`config.mk`:
```
export PLATFORM = sky130hd
export DESIGN_NAME = frlp_top
export DESIGN_NICKNAME = d
export VERILOG_FILES = /design/src/core/frlp_pkg.sv /design/src/core/frlp_top.sv
export SDC_FILE = /design/constraint.sdc
export NUM_CORES = 1
export LEC_CHECK = 0
export BUFFER_PORTS_ARGS = -buffer_cell sky130_fd_sc_hd__buf_2
export CORE_UTILIZATION = 60
export CTS_CLUSTER_DIAMETER = 80
export DETAILED_ROUTE_END_ITERATION = 12
export PLACE_DENSITY = 0.82
export SLEW_MARGIN = 20
export SYNTH_ARGS = -nofsm -noshare
export SYNTH_HDL_FRONTEND = slang
export SYNTH_SLANG_ARGS = --single-unit
```
`constraint.sdc`:
```
create_clock -name clk_i -period 5.9 [get_ports clk_i]
set_input_delay 0.295 -clock clk_i [delete_from_list [all_inputs] [get_ports clk_i]]
set_output_delay 0.295 -clock clk_i [all_outputs]
set_load 0.02 [all_outputs]
```
`src/core/frlp_pkg.sv`:
```
// Package of constants and types for the flash row latch programmer
package frlp_pkg;

   // ------------------------------------------------------------
   // Register offsets
   // ------------------------------------------------------------
   localparam logic [3:0] ADDR_LOW_OFS   = 4'h0; // Address pair, low byte
   localparam logic [3:0] ADDR_HIGH_OFS  = 4'h1; // Address pair, high byte
   localparam logic [3:0] DATA_LOW_OFS   = 4'h2; // Data pair, low byte
   localparam logic [3:0] DATA_HIGH_OFS  = 4'h3; // Data pair, high byte
   localparam logic [3:0] CONTROL_OFS    = 4'h4; // Control and status
   localparam logic [3:0] UNLOCK_OFS     = 4'h5; // Unlock key, reads zero

   // ------------------------------------------------------------
   // Control register fields
   // ------------------------------------------------------------
   localparam int CTL_TRIGGER_BIT = 0; // Program trigger, reads busy
   localparam int CTL_PERMIT_BIT  = 1; // Modify permit
   localparam int CTL_LLO_BIT     = 2; // Latch load only
   localparam int CTL_ERASE_BIT   = 3; // Row erase select
   localparam int CTL_FAULT_BIT   = 4; // Program fault flag
   localparam int CTL_DONE_BIT    = 5; // Memory done flag
   localparam int CTL_CSS_BIT     = 6; // Config space select

   // ------------------------------------------------------------
   // Key values, latch geometry, reset values
   // ------------------------------------------------------------
   localparam logic [7:0]  KEY_FIRST     = 8'h55; // First key byte
   localparam logic [7:0]  KEY_SECOND    = 8'haa; // Second key byte
   localparam int          LATCH_COUNT   = 32;    // Latches per row
   localparam int          IDX_W         = 5;     // Latch index width
   localparam int          ROW_W         = 10;    // Row number width
   localparam int          WORD_W        = 14;    // Flash word width
   localparam logic [13:0] BLANK_WORD    = 14'h3fff; // Blank latch value
   localparam logic [7:0]  BYTE_RESET    = 8'h00; // Reset of byte registers
   localparam logic [4:0]  LAST_IDX      = 5'h1f; // Last latch index

   // ------------------------------------------------------------
   // State encodings
   // ------------------------------------------------------------
   typedef enum logic [1:0] {
      KEY_IDLE  = 2'b00, // No key seen
      KEY_HALF  = 2'b01, // First key byte seen
      KEY_ARMED = 2'b10  // Both key bytes seen
   } frlp_key_t;

   typedef enum logic [1:0] {
      OP_IDLE  = 2'b00, // Nothing running
      OP_PROG  = 2'b01, // Streaming latches into the row
      OP_ERASE = 2'b10  // Erasing the row
   } frlp_op_t;

   // ------------------------------------------------------------
   // Request toward the flash array
   // ------------------------------------------------------------
   typedef struct packed {
      logic                      valid; // Request present
      logic                      erase; // 1 erase row, 0 program word
      logic                      cfg;   // Config space target
      logic [ROW_W+IDX_W-1:0]    addr;  // Row and word address
      logic [WORD_W-1:0]         data;  // Word to program
   } frlp_flash_req_t;

endpackage : frlp_pkg

```
`src/core/frlp_top.sv`:
```
// Flash row latch programmer: registers, key check, latches, commit
//
// Strobed register access and the address map were decided locally.
module frlp_top
(
   // Clock, reset, enable
   input  wire logic                      clk_i,
   input  wire logic                      nrst_i,
   input  wire logic                      ce_i,
   // Register port
   input  wire logic [3:0]                reg_addr_i,
   input  wire logic [7:0]                reg_wdata_i,
   input  wire logic                      reg_wr_i,
   input  wire logic                      reg_rd_i,
   output logic      [7:0]                reg_rdata_o,
   // Flash array port
   output frlp_pkg::frlp_flash_req_t      flash_req_o,
   input  wire logic                      flash_ready_i,
   input  wire logic                      write_protect_i,
   // Processor stall
   output logic                           cpu_stall_o
);

   // ---------------------------------------------------------------
   // State record
   // ---------------------------------------------------------------
   typedef struct packed {
      logic [7:0]                     addr_low;   // Address low byte
      logic [7:0]                     addr_high;  // Address high byte
      logic [7:0]                     data_low;   // Data low byte
      logic [7:0]                     data_high;  // Data high byte
      logic                           permit;     // Modify permit
      logic                           llo;        // Latch load only
      logic                           erase;      // Erase select
      logic                           css;        // Config space select
      logic                           fault;      // Program fault flag
      logic                           done;       // Memory done flag
      frlp_pkg::frlp_key_t            key;        // Key progress
      frlp_pkg::frlp_op_t             op;         // Running operation
      logic [frlp_pkg::IDX_W-1:0]     cnt;        // Word counter
      logic [frlp_pkg::ROW_W-1:0]     row;        // Captured row
      logic                           op_css;     // Captured select
      logic [7:0]                     rdata;      // Read data
      // Write latches, blank after every operation
      logic [frlp_pkg::LATCH_COUNT-1:0][frlp_pkg::WORD_W-1:0] latch;
   } frlp_state_t;

   frlp_state_t state_reg;   // Registered state
   frlp_state_t state_next;  // Next state

   // ---------------------------------------------------------------
   // Address decode helpers
   // ---------------------------------------------------------------
   logic [frlp_pkg::ROW_W-1:0] cur_row;   // Row from address pair
   logic [frlp_pkg::IDX_W-1:0] cur_idx;   // Latch from address pair
   logic [frlp_pkg::WORD_W-1:0] cur_word; // Word from data pair
   logic                       wr_ctl;    // Write to control
   logic                       wr_key;    // Write to unlock key
   logic                       any_strobe; // Any bus access
   logic                       trig_ok;   // Key completed by trigger
   logic                       busy;      // Operation running

   assign cur_row  = {state_reg.addr_high[6:0], state_reg.addr_low[7:5]};
   assign cur_idx  = state_reg.addr_low[4:0];
   assign cur_word = {state_reg.data_high[5:0], state_reg.data_low};
   // Strobe decode; the clock enable gates the state update
   assign wr_ctl   = reg_wr_i && (reg_addr_i == frlp_pkg::CONTROL_OFS);
   assign wr_key   = reg_wr_i && (reg_addr_i == frlp_pkg::UNLOCK_OFS);
   assign any_strobe = reg_wr_i || reg_rd_i;
   assign busy     = (state_reg.op != frlp_pkg::OP_IDLE);
   // trigger only counts straight after both keys
   assign trig_ok  = (state_reg.key == frlp_pkg::KEY_ARMED) && wr_ctl &&
                     reg_wdata_i[frlp_pkg::CTL_TRIGGER_BIT];

   // ---------------------------------------------------------------
   // Next-state logic
   // ---------------------------------------------------------------
   always_comb
   begin
      // Everything holds unless changed below
      state_next = state_reg;
      // Bus writes and key steps only count while idle
      if (!busy)
      begin
         // Register writes
         if (reg_wr_i)
         begin
            unique case (reg_addr_i)
               frlp_pkg::ADDR_LOW_OFS:  state_next.addr_low  = reg_wdata_i;
               frlp_pkg::ADDR_HIGH_OFS: state_next.addr_high = reg_wdata_i;
               frlp_pkg::DATA_LOW_OFS:  state_next.data_low  = reg_wdata_i;
               frlp_pkg::DATA_HIGH_OFS: state_next.data_high = reg_wdata_i;
               frlp_pkg::CONTROL_OFS:
               begin
                  state_next.permit = reg_wdata_i[frlp_pkg::CTL_PERMIT_BIT];
                  state_next.llo    = reg_wdata_i[frlp_pkg::CTL_LLO_BIT];
                  state_next.erase  = reg_wdata_i[frlp_pkg::CTL_ERASE_BIT];
                  state_next.css    = reg_wdata_i[frlp_pkg::CTL_CSS_BIT];
                  state_next.fault  = reg_wdata_i[frlp_pkg::CTL_FAULT_BIT];
                  state_next.done   = reg_wdata_i[frlp_pkg::CTL_DONE_BIT];
               end
               default:
               begin
                  // Unlock key and unmapped offsets store nothing
               end
            endcase
         end
         // Key sequence tracking
         unique case (state_reg.key)
            frlp_pkg::KEY_IDLE:
            begin
               // First key byte opens the sequence
               if (wr_key && reg_wdata_i == frlp_pkg::KEY_FIRST)
                  state_next.key = frlp_pkg::KEY_HALF;
            end
            frlp_pkg::KEY_HALF:
            begin
               // Only the second key byte may follow
               if (wr_key && reg_wdata_i == frlp_pkg::KEY_SECOND)
                  state_next.key = frlp_pkg::KEY_ARMED;
               else if (any_strobe)
               begin
                  state_next.key   = frlp_pkg::KEY_IDLE;
                  state_next.fault = 1'b1;
               end
            end
            frlp_pkg::KEY_ARMED:
            begin
               // Any strobe ends the armed state
               if (any_strobe)
                  state_next.key = frlp_pkg::KEY_IDLE;
               if (any_strobe && !trig_ok)
                  state_next.fault = 1'b1;
            end
            default:
               state_next.key = frlp_pkg::KEY_IDLE;
         endcase
         // Trigger accepted with write permission
         // Trigger without permit is dropped, no fault
         // Mode and select come from this very write
         if (trig_ok && reg_wdata_i[frlp_pkg::CTL_PERMIT_BIT])
         begin
            state_next.row    = cur_row;
            state_next.op_css = reg_wdata_i[frlp_pkg::CTL_CSS_BIT];
            state_next.cnt    = '0;
            if (reg_wdata_i[frlp_pkg::CTL_ERASE_BIT])
            begin
               if (write_protect_i)
                  state_next.fault = 1'b1;
               else
                  state_next.op = frlp_pkg::OP_ERASE;
            end
            else if (reg_wdata_i[frlp_pkg::CTL_LLO_BIT])
            begin
               state_next.latch[cur_idx] = cur_word;
            end
            else if (write_protect_i)
            begin
               state_next.fault = 1'b1;
            end
            else
            begin
               // final word loaded then row programmed
               state_next.latch[cur_idx] = cur_word;
               state_next.op = frlp_pkg::OP_PROG;
            end
         end
      end
      // Busy: bus writes dropped, the array paces each step
      else if (flash_ready_i)
      begin
         // Flash accepted the current request
         unique case (state_reg.op)
            frlp_pkg::OP_PROG:
            begin
               // at most 32 words per commit
               state_next.cnt = state_reg.cnt + 5'h01;
               // Word 31 taken ends the commit
               if (state_reg.cnt == frlp_pkg::LAST_IDX)
               begin
                  for (int i = 0; i < frlp_pkg::LATCH_COUNT; i++)
                     state_next.latch[i] = frlp_pkg::BLANK_WORD;
                  state_next.op   = frlp_pkg::OP_IDLE;
                  state_next.done = 1'b1;
               end
            end
            frlp_pkg::OP_ERASE:
            begin
               for (int i = 0; i < frlp_pkg::LATCH_COUNT; i++)
                  state_next.latch[i] = frlp_pkg::BLANK_WORD;
               state_next.op   = frlp_pkg::OP_IDLE;
               state_next.done = 1'b1;
            end
            default:
               state_next.op = frlp_pkg::OP_IDLE;
         endcase
      end
      // Read data, valid only the cycle after the strobe
      state_next.rdata = frlp_pkg::BYTE_RESET;
      if (reg_rd_i)
      begin
         unique case (reg_addr_i)
            frlp_pkg::ADDR_LOW_OFS:  state_next.rdata = state_reg.addr_low;
            frlp_pkg::ADDR_HIGH_OFS: state_next.rdata = state_reg.addr_high;
            frlp_pkg::DATA_LOW_OFS:  state_next.rdata = state_reg.data_low;
            frlp_pkg::DATA_HIGH_OFS: state_next.rdata = state_reg.data_high;
            // Bit 0 reads back the busy state
            frlp_pkg::CONTROL_OFS:
               state_next.rdata = {1'b0, state_reg.css, state_reg.done,
                                   state_reg.fault, state_reg.erase,
                                   state_reg.llo, state_reg.permit, busy};
            default:
               // Unlock key and unmapped offsets read zero
               state_next.rdata = frlp_pkg::BYTE_RESET;
         endcase
      end
   end

   // ---------------------------------------------------------------
   // State register
   // ---------------------------------------------------------------
   // Synchronous reset acts even while the enable is low
   always_ff @(posedge clk_i)
   begin
      if (!nrst_i)
      begin
         // Bus registers and mode bits clear
         state_reg.addr_low  <= frlp_pkg::BYTE_RESET;
         state_reg.addr_high <= frlp_pkg::BYTE_RESET;
         state_reg.data_low  <= frlp_pkg::BYTE_RESET;
         state_reg.data_high <= frlp_pkg::BYTE_RESET;
         state_reg.permit    <= 1'b0;
         state_reg.llo       <= 1'b0;
         state_reg.erase     <= 1'b0;
         state_reg.css       <= 1'b0;
         // reset during an operation leaves a fault
         state_reg.fault     <= state_reg.fault | busy;
         state_reg.done      <= 1'b0;
         state_reg.key       <= frlp_pkg::KEY_IDLE;
         state_reg.op        <= frlp_pkg::OP_IDLE;
         state_reg.cnt       <= '0;
         state_reg.row       <= '0;
         state_reg.op_css    <= 1'b0;
         state_reg.rdata     <= frlp_pkg::BYTE_RESET;
         for (int i = 0; i < frlp_pkg::LATCH_COUNT; i++)
            state_reg.latch[i] <= frlp_pkg::BLANK_WORD;
      end
      // Low clock enable freezes every field
      else if (ce_i)
      begin
         state_reg <= state_next;
      end
   end

   // ---------------------------------------------------------------
   // Outputs
   // ---------------------------------------------------------------
   // Read data stands one cycle, zero otherwise
   assign reg_rdata_o       = state_reg.rdata;
   // Request fields come straight from the state record
   assign flash_req_o.valid = busy;
   assign flash_req_o.erase = (state_reg.op == frlp_pkg::OP_ERASE);
   assign flash_req_o.cfg   = state_reg.op_css;
   // word address never leaves the captured row
   assign flash_req_o.addr  = {state_reg.row, state_reg.cnt};
   assign flash_req_o.data  = state_reg.latch[state_reg.cnt];
   assign cpu_stall_o       = busy;

endmodule : frlp_top

```
==> flow_summary.toml <==
[critical_path]
cp_slowest_cell = "nor2_2"
critPathTopFamily = "simple AND/OR/NAND/NOR gates"
critPathKind = "reg -> reg"
cp_slowest_stage_delay_ps = 1080
worstPathRequired_ps = 6330
start_kind = "flip-flop"
end_kind = "flip-flop"
worstPathArrival_ps = 4580
crit_chain = "inv_1, ha_1, nand4_1, nor4_4, nand2_1, nor2_2, buf_4, a2bb2oi_1"
cp_max_fo = 17
path_buf_inv = 2

[grt]
overflow = 0
grt_max_degree = 72
grt_pass1_wl_um = 93000
track_usage_pct = 33.1
antenna_found_initial = 0
grt_pass1_vias = 15900

[die]
rows = 68
start_util_pct = 61.4
coreArea_mm2 = 0.0348
dieArea_mm2 = 0.0364
die_w_um = 191
ios = 60
die_y_um = 191

[synth]
ys_warn_count = 0
synth_edf_count = 1
synth_ff_type = "dfxtp_1"
synth.cell_area_mm2 = 0.0214
synthCells = 1861
synth.avg_cell_area_um2 = 11.5
ys_seq_area_share_pct = 48.2
syn-num-nets = 1886
async_reset_ff_share_pct = 0
ys_ff_latch = 514
synth.distinct_cells = 52

[clock_tree]
postCtsHoldBufs = 0
htree_levels = 2
clkSlewWorstSetupHoldPaths_ps = 70
cts-root-buf = "clkbuf_16"
postCtsSetupBuffers = 0
cts_buffer_depth = 3
cts_buffers = 51
clock_sinks = 514
cts_resized = 0
cts_tree = "done"
clkLatencyLatePin_ps = 580

[sta]
report.final.slew_viol_count = 0
finalSetupViolCount = 0
min_period_ps = 4140
worst_pin_slew_ps = 1170
whs_ps = 60.5
finClkSkew_ps = 19.8
finalSetupTns_ps = 0
fmax_ghz = 0.241
maxSlewHeadroom_pct = 21.7
rsz0062_at_grt = "false"
setup_ws_ps = 1760
period_share_pct = 70.2
finalHoldViolations = 0

[detailed_routing]
routed_wl_um = 60600
drtAntennaViolNets = 0
firstDrtPassIters = 5
drtIter0Drc = 1604
route.detailed.drc = 0
vias_per_cell = 7.14
vias = 16300
wire_per_inst_um = 26.5

[place]
gp_congestion = 0.894
dp_slack_ps = 1690
io_buffers = 59
place_inst = 2194
dp_hpwl_um = 36600
place_area_mm2 = 0.0215

[pwr]
p_leak_nw = 8.06
p_total_mw = 7.01
p_per_area_mw_per_mm2 = 302
vdd_drop_max_mv = 0.226

[finish]
drive_gt1_share_pct = 19.6
finalCoreUtilization_pct = 66.8
mostFrequentLayoutCells = "511 x dfxtp_1, 418 x a2bb2oi_1, 85 x mux4_2, 84 x mux2i_1, 67 x nand2_1"
fin_area_mm2 = 0.0232
n_fill_cell = 2513
area_growth_pct = 8.78
final_common_cell = "dfxtp_1"
diodes = 0
nNetsFinal = 1818
largest_reg_flops = 461
fin_cells = 2285

[run_status]
run_status = "complete, no violations"

[min_path]
hp-class = "in -> reg"

[flow_run]
cap_violations = 0
## cell usage after synthesis (2+ instances only)
master     number  area share [%]
a31oi_1         4            0.12
clkbuf_1       98             1.7
nand4_1        19            0.56
mux2i_1        84             3.9
nor2b_1        37             1.1
nand3b_1        3            0.11
nor4bb_1        3            0.14
and3_1          3           0.088
nand2b_1        7            0.20
and2_1          4            0.12
nor2_1         64             1.1
a2bb2oi_2      30             2.1
buf_2          60             1.4
inv_1           7            0.12
and2_0          2           0.059
a21boi_0       30             1.1
a211oi_1       28            0.98
ha_1            6            0.35
o21ai_0         8            0.19
nor2_2          2           0.059
nand2_1        67             1.2
a22o_1         21            0.86
o32ai_1         2           0.082
a22oi_1        21            0.74
a21oi_2        19            0.78
a2bb2oi_1     418              17
buf_1          15            0.26
nor3_1          5            0.12
dfxtp_1       513              48
mux4_2         85             9.0
or2_2           4            0.12
a21oi_1        39            0.91
nand3_1        44             1.0
o22ai_1        21            0.61
o221ai_1       14            0.57
nor2_4          9            0.47
buf_4          49             1.7
nor4_4          2            0.20
## worst paths after layout
kind,cells past startpoint,slack (ps),start,endpoint
max,8,1760,state_reg[474]$_SDFFE_PN0P_,state_reg[239]$_SDFFE_PN1P_
min,3,60,reg_wdata_i[7],cur_row[2]$_SDFFE_PN0P_
min reg2reg,2,460,flash_req_o[23]$_SDFFE_PN0P_,flash_req_o[23]$_SDFFE_PN0P_
max reg2reg,8,1760,state_reg[474]$_SDFFE_PN0P_,state_reg[239]$_SDFFE_PN1P_
## report_power, final
group / switching, mW / internal, mW
sequential: 0.00383 / 3.47
combinational: 0.156 / 0.124
clock: 1.35 / 1.91
total: 1.51 / 5.51
## cell type report
| cell class | instances | area, um2 | share of cell area (%) |
|---|---|---|---|
| inverter | 7 | 26.3 | 0.113 |
| timing repair buffer | 101 | 631 | 2.71 |
| multi-input combinational | 1118 | 10000 | 43.2 |
| sequential | 514 | 10300 | 44.3 |
| clock inverter | 14 | 194 | 0.834 |
| clock buffer | 76 | 1480 | 6.37 |
| tap | 455 | 569 | 2.45 |
## worst reg2reg max path, cell delays in order (launching register included)
cell and delay [ps]:
dfxtp_1 340, inv_1 90, ha_1 220, nand4_1 310
nor4_4 670, nand2_1 800, nor2_2 1090, buf_4 390
a2bb2oi_1 100
## routing by layer
| metal | part of all wire (%) | up-vias | track usage, % |
|---|---|---|---|
| li1 | - | 7032 | - |
| met1 | 40 | 8159 | 44.0 |
| met4 | 4.7 | 0 | 16.3 |
| met5 | 0 | - | 0 |
| met3 | 10 | 174 | 6.75 |
| met2 | 45 | 957 | 51.4 |
## cells by family (layout without fill, tap and decap cells)
| family | after synthesis | count (layout) | share of synthesized area, % |
|---|---|---|---|
| adder cells (fa/ha/maj) | 6 | 6 | 0.351 |
| flip-flops | 514 | 514 | 48.2 |
| buffers and inverters | 229 | 198 | 5.23 |
| AND/OR/NAND/NOR | 280 | 280 | 6.86 |
| multiplexers | 169 | 169 | 12.9 |
| AO/OA/AOI/OAI | 663 | 663 | 26.5 |
Note: power is estimated with default switching activity, not from simulation.
